[src/ldm_regs.vh]
// Constants for the load and move decode block: field positions,
// opcodes, access sizes and state codes.
// Assumes inclusion by bare name from the design files.
`ifndef LDM_REGS_VH
`define LDM_REGS_VH

// ----------------------------------------------------------------
// Immediate-type instruction fields
// ----------------------------------------------------------------
`define LDM_FLD_A_HI        31
`define LDM_FLD_A_LO        27
`define LDM_FLD_B_HI        26
`define LDM_FLD_B_LO        22
`define LDM_FLD_IMM_HI      21
`define LDM_FLD_IMM_LO      6
`define LDM_FLD_OP_HI       5
`define LDM_FLD_OP_LO       0

// ----------------------------------------------------------------
// Register-type instruction fields
// ----------------------------------------------------------------
`define LDM_FLD_C_HI        21
`define LDM_FLD_C_LO        17
`define LDM_FLD_OPX_HI      16
`define LDM_FLD_OPX_LO      11

// ----------------------------------------------------------------
// Load opcodes
// ----------------------------------------------------------------
`define LDM_OP_LDBU         6'h03
`define LDM_OP_LDBUIO       6'h23
`define LDM_OP_LDH          6'h0F
`define LDM_OP_LDHIO        6'h2F
`define LDM_OP_LDHU         6'h0B
`define LDM_OP_LDHUIO       6'h2B
`define LDM_OP_LDW          6'h17
`define LDM_OP_LDWIO        6'h37

// ----------------------------------------------------------------
// Arithmetic and logic opcodes behind the move forms (defaults)
// ----------------------------------------------------------------
`define LDM_OP_ADDI_DEF     6'h04
`define LDM_OP_ORI_DEF      6'h0C
`define LDM_OP_ORHI_DEF     6'h1C
`define LDM_OP_RTYPE_DEF    6'h3A
`define LDM_OPX_ADD_DEF     6'h31

// ----------------------------------------------------------------
// Access sizes
// ----------------------------------------------------------------
`define LDM_SZ_BYTE         2'h0
`define LDM_SZ_HALF         2'h1
`define LDM_SZ_WORD         2'h2

// ----------------------------------------------------------------
// Byte enables and misc
// ----------------------------------------------------------------
`define LDM_BE_BYTE         4'h1
`define LDM_BE_HALF         4'h3
`define LDM_BE_WORD         4'hF
`define LDM_ZERO_IDX        5'h00
`define LDM_ZERO_WORD       32'h0000_0000
`define LDM_ZERO_HALF       16'h0000

// ----------------------------------------------------------------
// States
// ----------------------------------------------------------------
`define LDM_ST_IDLE         3'h0
`define LDM_ST_CACHE        3'h1
`define LDM_ST_BUS_REQ      3'h2
`define LDM_ST_BUS_WAIT     3'h3
`define LDM_ST_WB           3'h4

`endif

[src/ldm_core.v]
// Load and move decode/execute unit of a 32-bit soft processor.
// Assumes an external register file read combinationally by the
// index fields of INSTR_IN, a data master with wait and read-valid,
// and an optional data cache answering a lookup in the same cycle.
`include "ldm_regs.vh"
`timescale 1ns/1ns

// Overview of operation
// (RULE1) Opcodes 0x03/0x23: unsigned byte load
// (RULE2) Byte load zero-extends into second register
// (RULE3) Address is base plus sign-extended offset
// (RULE4) Signed halfword load sign-extends to 32
// (RULE5) Unsigned halfword load clears upper 16
// (RULE6) Software keeps halfword addresses even
// (RULE7) Software keeps word addresses word aligned
// (RULE8) Word load writes word unchanged
// (RULE9) Cached loads may answer from cache
// (RULE10) I/O loads bypass cache, always bus read
// (RULE11) Without cache, I/O equals cached load
// (RULE12) Opcodes 0x0f/0x2f: signed halfword load
// (RULE13) Opcodes 0x0b/0x2b: unsigned halfword load
// (RULE14) Opcodes 0x17/0x37: word load
// (RULE15) Loads carry base, destination, signed offset
// (RULE16) High constant load: literal high, zeros low
// (RULE17) Small constant: sign-extended add to zero
// (RULE18) Register copy: add with zero register
// (RULE19) Assembler builds addresses with high/low pair
// (RULE20) Field layout: A, B, immediate, opcode
module ldm_core #(
  parameter       HAS_DCACHE = 1,
  parameter [5:0] OP_ADDI    = `LDM_OP_ADDI_DEF,
  parameter [5:0] OP_ORI     = `LDM_OP_ORI_DEF,
  parameter [5:0] OP_ORHI    = `LDM_OP_ORHI_DEF,
  parameter [5:0] OP_RTYPE   = `LDM_OP_RTYPE_DEF,
  parameter [5:0] OPX_ADD    = `LDM_OPX_ADD_DEF
) (
  input  wire        CORE_CLK_IN,
  input  wire        SRST_IN,
  input  wire [31:0] INSTR_IN,
  input  wire        INSTR_VALID_IN,
  input  wire [31:0] SRC_A_DATA_IN,
  input  wire [31:0] SRC_B_DATA_IN,
  output reg         INSTR_READY_OUT,
  output reg         UNHANDLED_OUT,
  output reg         WB_EN_OUT,
  output reg  [4:0]  WB_IDX_OUT,
  output reg  [31:0] WB_DATA_OUT,
  output reg         BUS_READ_OUT,
  output reg  [31:0] BUS_ADDR_OUT,
  output reg  [3:0]  BUS_BYTEEN_OUT,
  input  wire        BUS_WAIT_IN,
  input  wire        BUS_RDVALID_IN,
  input  wire [31:0] BUS_RDATA_IN,
  output reg         CACHE_LOOKUP_OUT,
  output reg  [31:0] CACHE_ADDR_OUT,
  input  wire        CACHE_HIT_IN,
  input  wire [31:0] CACHE_RDATA_IN
);

  // ----------------------------------------------------------------
  // Helpers
  // ----------------------------------------------------------------
  function [31:0] sext16;
    input [15:0] v;
    begin
      sext16 = {{16{v[15]}}, v};
    end
  endfunction

  // Zero register always reads as zero
  function [31:0] src_val;
    input [4:0]  idx;
    input [31:0] data;
    begin
      src_val = (idx == `LDM_ZERO_IDX) ? `LDM_ZERO_WORD : data;
    end
  endfunction

  function [3:0] byte_enables;
    input [1:0] size;
    input [1:0] lane;
    begin
      case (size)
        `LDM_SZ_BYTE: byte_enables = `LDM_BE_BYTE << lane;
        `LDM_SZ_HALF: byte_enables = `LDM_BE_HALF << {lane[1], 1'b0};
        default:      byte_enables = `LDM_BE_WORD;
      endcase
    end
  endfunction

  // ----------------------------------------------------------------
  // Field extraction
  // ----------------------------------------------------------------
  wire [4:0]  first_source_index;
  wire [4:0]  second_operand_index;
  wire [4:0]  third_operand_index;
  wire [15:0] sixteen_bit_offset;
  wire [5:0]  opcode;
  wire [5:0]  ext_opcode;
  wire [31:0] src_a;
  wire [31:0] src_b;
  wire [31:0] eff_addr;

  assign first_source_index   = INSTR_IN[`LDM_FLD_A_HI:`LDM_FLD_A_LO];     // see (RULE20)
  assign second_operand_index = INSTR_IN[`LDM_FLD_B_HI:`LDM_FLD_B_LO];     // see (RULE20)
  assign sixteen_bit_offset   = INSTR_IN[`LDM_FLD_IMM_HI:`LDM_FLD_IMM_LO]; // see (RULE15)
  assign opcode               = INSTR_IN[`LDM_FLD_OP_HI:`LDM_FLD_OP_LO];   // see (RULE20)
  assign third_operand_index  = INSTR_IN[`LDM_FLD_C_HI:`LDM_FLD_C_LO];
  assign ext_opcode           = INSTR_IN[`LDM_FLD_OPX_HI:`LDM_FLD_OPX_LO];
  assign src_a                = src_val(first_source_index, SRC_A_DATA_IN);
  assign src_b                = src_val(second_operand_index, SRC_B_DATA_IN);

  ldm_agen u_agen (
    .base_in               (src_a),
    .sixteen_bit_offset_in (sixteen_bit_offset),
    .addr_out              (eff_addr)
  );

  // ----------------------------------------------------------------
  // Load decode
  // ----------------------------------------------------------------
  reg        dec_load;
  reg        dec_io;
  reg [1:0]  dec_size;
  reg        dec_signed;

  always @* begin
    dec_load   = 1'b1;
    dec_io     = 1'b0;
    dec_size   = `LDM_SZ_WORD;
    dec_signed = 1'b0;
    case (opcode)
      `LDM_OP_LDBU:   dec_size = `LDM_SZ_BYTE; // see (RULE1)
      `LDM_OP_LDBUIO: begin
        dec_size = `LDM_SZ_BYTE; // see (RULE1)
        dec_io   = 1'b1;
      end
      `LDM_OP_LDH: begin
        dec_size   = `LDM_SZ_HALF; // see (RULE12)
        dec_signed = 1'b1;
      end
      `LDM_OP_LDHIO: begin
        dec_size   = `LDM_SZ_HALF; // see (RULE12)
        dec_signed = 1'b1;
        dec_io     = 1'b1;
      end
      `LDM_OP_LDHU:   dec_size = `LDM_SZ_HALF; // see (RULE13)
      `LDM_OP_LDHUIO: begin
        dec_size = `LDM_SZ_HALF; // see (RULE13)
        dec_io   = 1'b1;
      end
      `LDM_OP_LDW:    dec_size = `LDM_SZ_WORD; // see (RULE14)
      `LDM_OP_LDWIO: begin
        dec_size = `LDM_SZ_WORD; // see (RULE14)
        dec_io   = 1'b1;
      end
      default:        dec_load = 1'b0;
    endcase
  end

  // ----------------------------------------------------------------
  // Move-form arithmetic and logic decode
  // ----------------------------------------------------------------
  reg        dec_alu;
  reg [4:0]  alu_dest;
  reg [31:0] alu_result;

  always @* begin
    dec_alu    = 1'b1;
    alu_dest   = second_operand_index;
    alu_result = `LDM_ZERO_WORD;
    if (opcode == OP_ADDI) begin
      alu_result = src_a + sext16(sixteen_bit_offset); // see (RULE17)
    end else if (opcode == OP_ORI) begin
      alu_result = src_a | {`LDM_ZERO_HALF, sixteen_bit_offset};
    end else if (opcode == OP_ORHI) begin
      alu_result = src_a | {sixteen_bit_offset, `LDM_ZERO_HALF}; // see (RULE16)
    end else if (opcode == OP_RTYPE && ext_opcode == OPX_ADD) begin
      alu_dest   = third_operand_index;
      alu_result = src_a + src_b; // see (RULE18)
    end else begin
      dec_alu = 1'b0;
    end
  end

  // ----------------------------------------------------------------
  // Load data extension
  // ----------------------------------------------------------------
  reg  [2:0]  state_r;
  reg  [2:0]  state_nxt;
  reg  [1:0]  size_r;
  reg         signed_r;
  reg  [1:0]  lane_r;
  reg  [4:0]  dest_r;
  wire [31:0] ret_word;
  wire [31:0] ret_value;

  assign ret_word = (state_r == `LDM_ST_CACHE) ? CACHE_RDATA_IN : BUS_RDATA_IN;

  ldm_extend u_extend (
    .word_in   (ret_word),
    .lane_in   (lane_r),
    .size_in   (size_r),
    .signed_in (signed_r),
    .value_out (ret_value)
  );

  // ----------------------------------------------------------------
  // Sequencer
  // ----------------------------------------------------------------
  wire accept;
  wire use_cache;

  assign accept    = INSTR_VALID_IN && INSTR_READY_OUT;
  // I/O loads and cacheless cores go to the bus
  assign use_cache = (HAS_DCACHE != 0) && !dec_io; // see (RULE9) (RULE10) (RULE11)

  always @* begin
    state_nxt = state_r;
    case (state_r)
      `LDM_ST_IDLE: begin
        if (accept && dec_load) begin
          state_nxt = use_cache ? `LDM_ST_CACHE : `LDM_ST_BUS_REQ;
        end else if (accept && dec_alu) begin
          state_nxt = `LDM_ST_WB;
        end
      end
      `LDM_ST_CACHE:    state_nxt = CACHE_HIT_IN ? `LDM_ST_WB : `LDM_ST_BUS_REQ; // see (RULE9)
      `LDM_ST_BUS_REQ:  state_nxt = BUS_WAIT_IN ? `LDM_ST_BUS_REQ : `LDM_ST_BUS_WAIT;
      `LDM_ST_BUS_WAIT: state_nxt = BUS_RDVALID_IN ? `LDM_ST_WB : `LDM_ST_BUS_WAIT;
      `LDM_ST_WB:       state_nxt = `LDM_ST_IDLE;
      default:          state_nxt = `LDM_ST_IDLE;
    endcase
  end

  always @(posedge CORE_CLK_IN) begin
    if (SRST_IN) begin
      state_r          <= `LDM_ST_IDLE;
      size_r           <= `LDM_SZ_WORD;
      signed_r         <= 1'b0;
      lane_r           <= 2'h0;
      dest_r           <= `LDM_ZERO_IDX;
      INSTR_READY_OUT  <= 1'b0;
      UNHANDLED_OUT    <= 1'b0;
      WB_EN_OUT        <= 1'b0;
      WB_IDX_OUT       <= `LDM_ZERO_IDX;
      WB_DATA_OUT      <= `LDM_ZERO_WORD;
      BUS_READ_OUT     <= 1'b0;
      BUS_ADDR_OUT     <= `LDM_ZERO_WORD;
      BUS_BYTEEN_OUT   <= 4'h0;
      CACHE_LOOKUP_OUT <= 1'b0;
      CACHE_ADDR_OUT   <= `LDM_ZERO_WORD;
    end else begin
      state_r          <= state_nxt;
      INSTR_READY_OUT  <= (state_nxt == `LDM_ST_IDLE);
      UNHANDLED_OUT    <= accept && !dec_load && !dec_alu;
      WB_EN_OUT        <= 1'b0;
      CACHE_LOOKUP_OUT <= 1'b0;
      case (state_r)
        `LDM_ST_IDLE: begin
          if (accept && dec_load) begin
            size_r         <= dec_size;
            signed_r       <= dec_signed;
            lane_r         <= eff_addr[1:0];
            dest_r         <= second_operand_index; // see (RULE15)
            BUS_ADDR_OUT   <= eff_addr; // see (RULE3)
            CACHE_ADDR_OUT <= eff_addr;
            BUS_BYTEEN_OUT <= byte_enables(dec_size, eff_addr[1:0]);
            if (use_cache) begin
              CACHE_LOOKUP_OUT <= 1'b1; // see (RULE9)
            end else begin
              BUS_READ_OUT <= 1'b1; // see (RULE10) (RULE11)
            end
          end else if (accept && dec_alu) begin
            dest_r      <= alu_dest;
            WB_IDX_OUT  <= alu_dest;
            WB_DATA_OUT <= alu_result; // see (RULE16) (RULE17) (RULE18)
            // Zero register is never written
            WB_EN_OUT   <= (alu_dest != `LDM_ZERO_IDX);
          end
        end
        `LDM_ST_CACHE: begin
          if (CACHE_HIT_IN) begin
            WB_IDX_OUT  <= dest_r;
            WB_DATA_OUT <= ret_value; // see (RULE2) (RULE4) (RULE5) (RULE8)
            WB_EN_OUT   <= (dest_r != `LDM_ZERO_IDX);
          end else begin
            BUS_READ_OUT <= 1'b1;
          end
        end
        `LDM_ST_BUS_REQ: begin
          if (!BUS_WAIT_IN) begin
            BUS_READ_OUT <= 1'b0;
          end
        end
        `LDM_ST_BUS_WAIT: begin
          if (BUS_RDVALID_IN) begin
            WB_IDX_OUT  <= dest_r;
            WB_DATA_OUT <= ret_value; // see (RULE2) (RULE4) (RULE5) (RULE8)
            WB_EN_OUT   <= (dest_r != `LDM_ZERO_IDX);
          end
        end
        `LDM_ST_WB: begin
          BUS_READ_OUT <= 1'b0;
        end
        default: begin
          BUS_READ_OUT <= 1'b0;
        end
      endcase
    end
  end

endmodule

[src/ldm_agen.v]
// Effective address adder for loads.
// Assumes base register value and raw offset field from the same clock.
`timescale 1ns/1ns
module ldm_agen (
  input  wire [31:0] base_in,
  input  wire [15:0] sixteen_bit_offset_in,
  output wire [31:0] addr_out
);

  // ----------------------------------------------------------------
  // Base plus sign-extended offset
  // ----------------------------------------------------------------
  assign addr_out = base_in + {{16{sixteen_bit_offset_in[15]}}, sixteen_bit_offset_in}; // see (RULE3)

endmodule

[src/ldm_extend.v]
// Lane select and extension of returned load data.
// Assumes little-endian lanes on a 32-bit data path.
`include "ldm_regs.vh"
`timescale 1ns/1ns
module ldm_extend (
  input  wire [31:0] word_in,
  input  wire [1:0]  lane_in,
  input  wire [1:0]  size_in,
  input  wire        signed_in,
  output reg  [31:0] value_out
);

  reg [7:0]  byte_sel;
  reg [15:0] half_sel;

  // ----------------------------------------------------------------
  // Pick lane, then extend
  // ----------------------------------------------------------------
  always @* begin
    byte_sel = word_in[{lane_in, 3'h0} +: 8];
    half_sel = lane_in[1] ? word_in[31:16] : word_in[15:0];
    case (size_in)
      `LDM_SZ_BYTE: value_out = {24'h00_0000, byte_sel}; // see (RULE2)
      `LDM_SZ_HALF: begin
        if (signed_in) begin
          value_out = {{16{half_sel[15]}}, half_sel}; // see (RULE4)
        end else begin
          value_out = {`LDM_ZERO_HALF, half_sel}; // see (RULE5)
        end
      end
      `LDM_SZ_WORD: value_out = word_in; // see (RULE8)
      default:      value_out = word_in;
    endcase
  end

endmodule

[config.mk]
export PLATFORM = sky130hd
export DESIGN_NAME = ldm_core
export DESIGN_NICKNAME = d
export VERILOG_FILES = /design/src/ldm_core.v /design/src/ldm_agen.v /design/src/ldm_extend.v
export VERILOG_INCLUDE_DIRS = /design/src /design/src/src
export SDC_FILE = /design/constraint.sdc
export NUM_CORES = 1
export LEC_CHECK = 0
export BUFFER_PORTS_ARGS = -buffer_cell sky130_fd_sc_hd__buf_2
export CORE_ASPECT_RATIO = 0.75
export CORE_MARGIN = 1
export CORE_UTILIZATION = 53
export DETAILED_ROUTE_END_ITERATION = 8
export PLACE_DENSITY = 0.81
export SLEW_MARGIN = 20
export SYNTH_ARGS = -nofsm -noshare
export SYNTH_HDL_FRONTEND = slang
export SYNTH_SLANG_ARGS = --single-unit
[constraint.sdc]
create_clock -name CORE_CLK_IN -period 10.2 [get_ports CORE_CLK_IN]
set_input_delay 1.53 -clock CORE_CLK_IN [delete_from_list [all_inputs] [get_ports CORE_CLK_IN]]
set_output_delay 1.53 -clock CORE_CLK_IN [all_outputs]
set_load 0.01 [all_outputs]
==> reports/qor.yml <==
async_flop_share: 0
route.detailed.drc: 0
hold_class: "reg -> reg"
grt_overflow: 0
synth_area_per_cell_um2: 6.99
whs_ps: 449
rows: 43
die_w_um: 162
viasPerCell: 6.59
core-area_mm2: 0.0187
final-setup-viol-count: 0
insertion_delay_ps: 350
rsz0062_at_grt: "no"
clock_sinks: 89
cts_tree: "yes"
finClkSkew_ps: 8.18
drtAntennaViolNets: 0
end_kind: "flip-flop"
cts_buffer_depth: 2
postCtsSetupBuffers: 0
seqPwrFrac: 0.310
cts_root_buf: "clkbuf_16"
cts_hold_buffers: 0
path_class: "in -> reg"
drv_slew: 0
status: "finished, final reports clean"
power_leakage_nw: 5.25
r2r_end: "WB_DATA_OUT[31]"
slew_headroom: 0.327
die_h_um: 122
dp_cells: 1870
netlist_instances: 1461
finalCritPeriodShare: 0.527
startpoint: "INSTR_IN[30]"
p_sw_frac: 0.397
first_pass_iters: 6
yosysWarnings: 0
p_comb_frac: 0.393
syn_to_final_growth_pct: 14.4
critPathArrivalTime_ps: 5620
ys_types: 86
final.setup.tns_ps: 0
r2r_start: "state_r[1]"
path_clk_slew_ps: 80
synth_top_area_frac: 0.174
globalRouteTotalUtil: 0.412
synthTopCellsByArea: "dfxtp_1 17%, a21oi_1 8.0%, ha_1 7.6%"
crit_path_end: "WB_DATA_OUT[30]"
vias: 12400
p_clk_frac: 0.296
path_max_fanout: 46
critPathLaunchType: "input port"
power.density_mw_per_mm2: 98.3
p_int_mw: 0.693
syn_area_mm2: 0.0102
synth-seq-cells: 89
n_antenna_cell: 0
die-area_mm2: 0.0198
ir_drop_v: 0.0000929
fin_nets: 1862
num_io_pins: 276
first_global_vias: 10900
dp_hpwl_mm: 32.6
p_switching_mw: 0.455
final_cell_count_no_fill: 1886
yosys-top-cells-count: "174 x nand2_1, 164 x a21oi_1, 125 x nor2_1, 89 x dfxtp_1, 89 x o21ai_0"
worst_pin_slew_ps: 1010
cts.repair.resized: 0
syn_nets: 1689
synth_area_leader_cell: "dfxtp_1"
drtIter0Drc: 1634
port_buffers: 275
drt-wirelength-per-cell_um: 22.3
antenna_found_initial: 1
synthFlopType: "dfxtp_1"
totalPowerFinal_mw: 1.15
cts_buffers: 9
grt_max_degree: 79
routed_wl_mm: 42.0
synth_edf_count: 0
crit_required_ps: 10440
drive_gt1_frac: 0.209
final_core_util: 0.626
h-tree-depth: 3
reg2reg_depth: 7
start_util: 0.547
grt_pass1_wl_mm: 62.9
fmax_ghz: 0.186
gp_congestion: 1.01
period_needed_ps: 5380
yosysMostFrequentCell: "nand2_1"
reg2reg_slack_ps: 6570
drv_cap: 0
hold_violations: 0
synth_seq_area_share: 0.174
## cell type report
class	count	area, um^2
Sequential cell	89	1780
Timing Repair Buffer	291	1500
Clock buffer	9	225
Inverter	55	206
Clock inverter	7	73.8
Fill cell	1786	6980
Multi-Input combinational cell	1188	7590
Tap cell	247	309
## power groups by stage
stage	sequential (mW)	clock [mW]	combinational [mW]
finish	0.357	0.340	0.452
detailed placement	0.364	0	0.436
global placement	0.364	0	0.437
global route	0.357	0.355	0.486
floorplan	0.365	0	0.294
CTS	0.356	0.338	0.439
## state kept, by name (all words and copies together), names as in the netlist
name and count:
CACHE_ADDR_OUT 32, WB_DATA_OUT 32, WB_IDX_OUT 5, dest_r 5, BUS_BYTEEN_OUT 4, state_r 3
size_r 2, BUS_READ_OUT 1, CACHE_LOOKUP_OUT 1, INSTR_READY_OUT 1, UNHANDLED_OUT 1, WB_EN_OUT 1
signed_r 1
## logic make-up (layout without fill, tap and decap cells)
logic type                 Yosys count  count (layout)  synth area share
AOI/OAI and AO/OA                  512             512             0.330
and+or+nand+nor                    501             501             0.233
buffers and inverters              184             362            0.0829
DFF                                 89              89             0.174
xor gates and xnor gates            67              67            0.0574
adders and majority gates           62              62            0.0759
muxes                               46              46            0.0459
## worst min path at each step
stage                      end  depth (start not counted)            start
5_1_grt          WB_IDX_OUT[4]                          2    WB_IDX_OUT[4]
3_5_place_dp   WB_DATA_OUT[30]                          2  WB_DATA_OUT[30]
2_1_floorplan         signed_r                          2         signed_r
4_1_cts        WB_DATA_OUT[30]                          2  WB_DATA_OUT[30]
6_report        WB_DATA_OUT[3]                          2   WB_DATA_OUT[3]
3_3_place_gp     WB_IDX_OUT[3]                          2    WB_IDX_OUT[3]
## placed cells by master (no fill, tap or decap), drive strengths merged, types with 34 or more instances in the layout
| cell type | instances |
|---|---|
| nand2 | 174 |
| a21oi | 166 |
| buf | 291 |
| inv | 57 |
| a21o | 34 |
| ha | 62 |
| xnor2 | 36 |
| o21ai | 106 |
| nor3 | 37 |
| mux2i | 39 |
| and2 | 40 |
| dfxtp | 89 |
| nand3 | 35 |
| nor2 | 127 |
## metal layers
layer,share of wire,vias to the layer above,GRT usage
met3,0.11,118,0.0710
li1,-,5674,-
met2,0.44,859,0.647
met5,0,-,0
met1,0.41,5783,0.557
met4,0.042,0,0.170
## metrics by stage
step                      cell area, um^2  setup WS (ps)
after floorplan                     10200           5020
after global placement              11400           4680
after detailed placement            11400           4620
after CTS                           11700           4970
after global routing                11700           4580
final                               11700           4820
## worst max-delay path: stages
cell and delay, ps:
buf_2 80, nor3_1 40, buf_4 170, nand2_1 70, buf_4 420, nand2_1 160
inv_1 130, ha_1 240, ha_1 250, a41oi_1 90, a211o_1 340, a21oi_1 470
a32oi_2 300, nor4_2 520, a2111oi_2 160, xnor2_1 210, a221oi_1 320, o21ai_1 90
(Power assumes the default switching activity.)
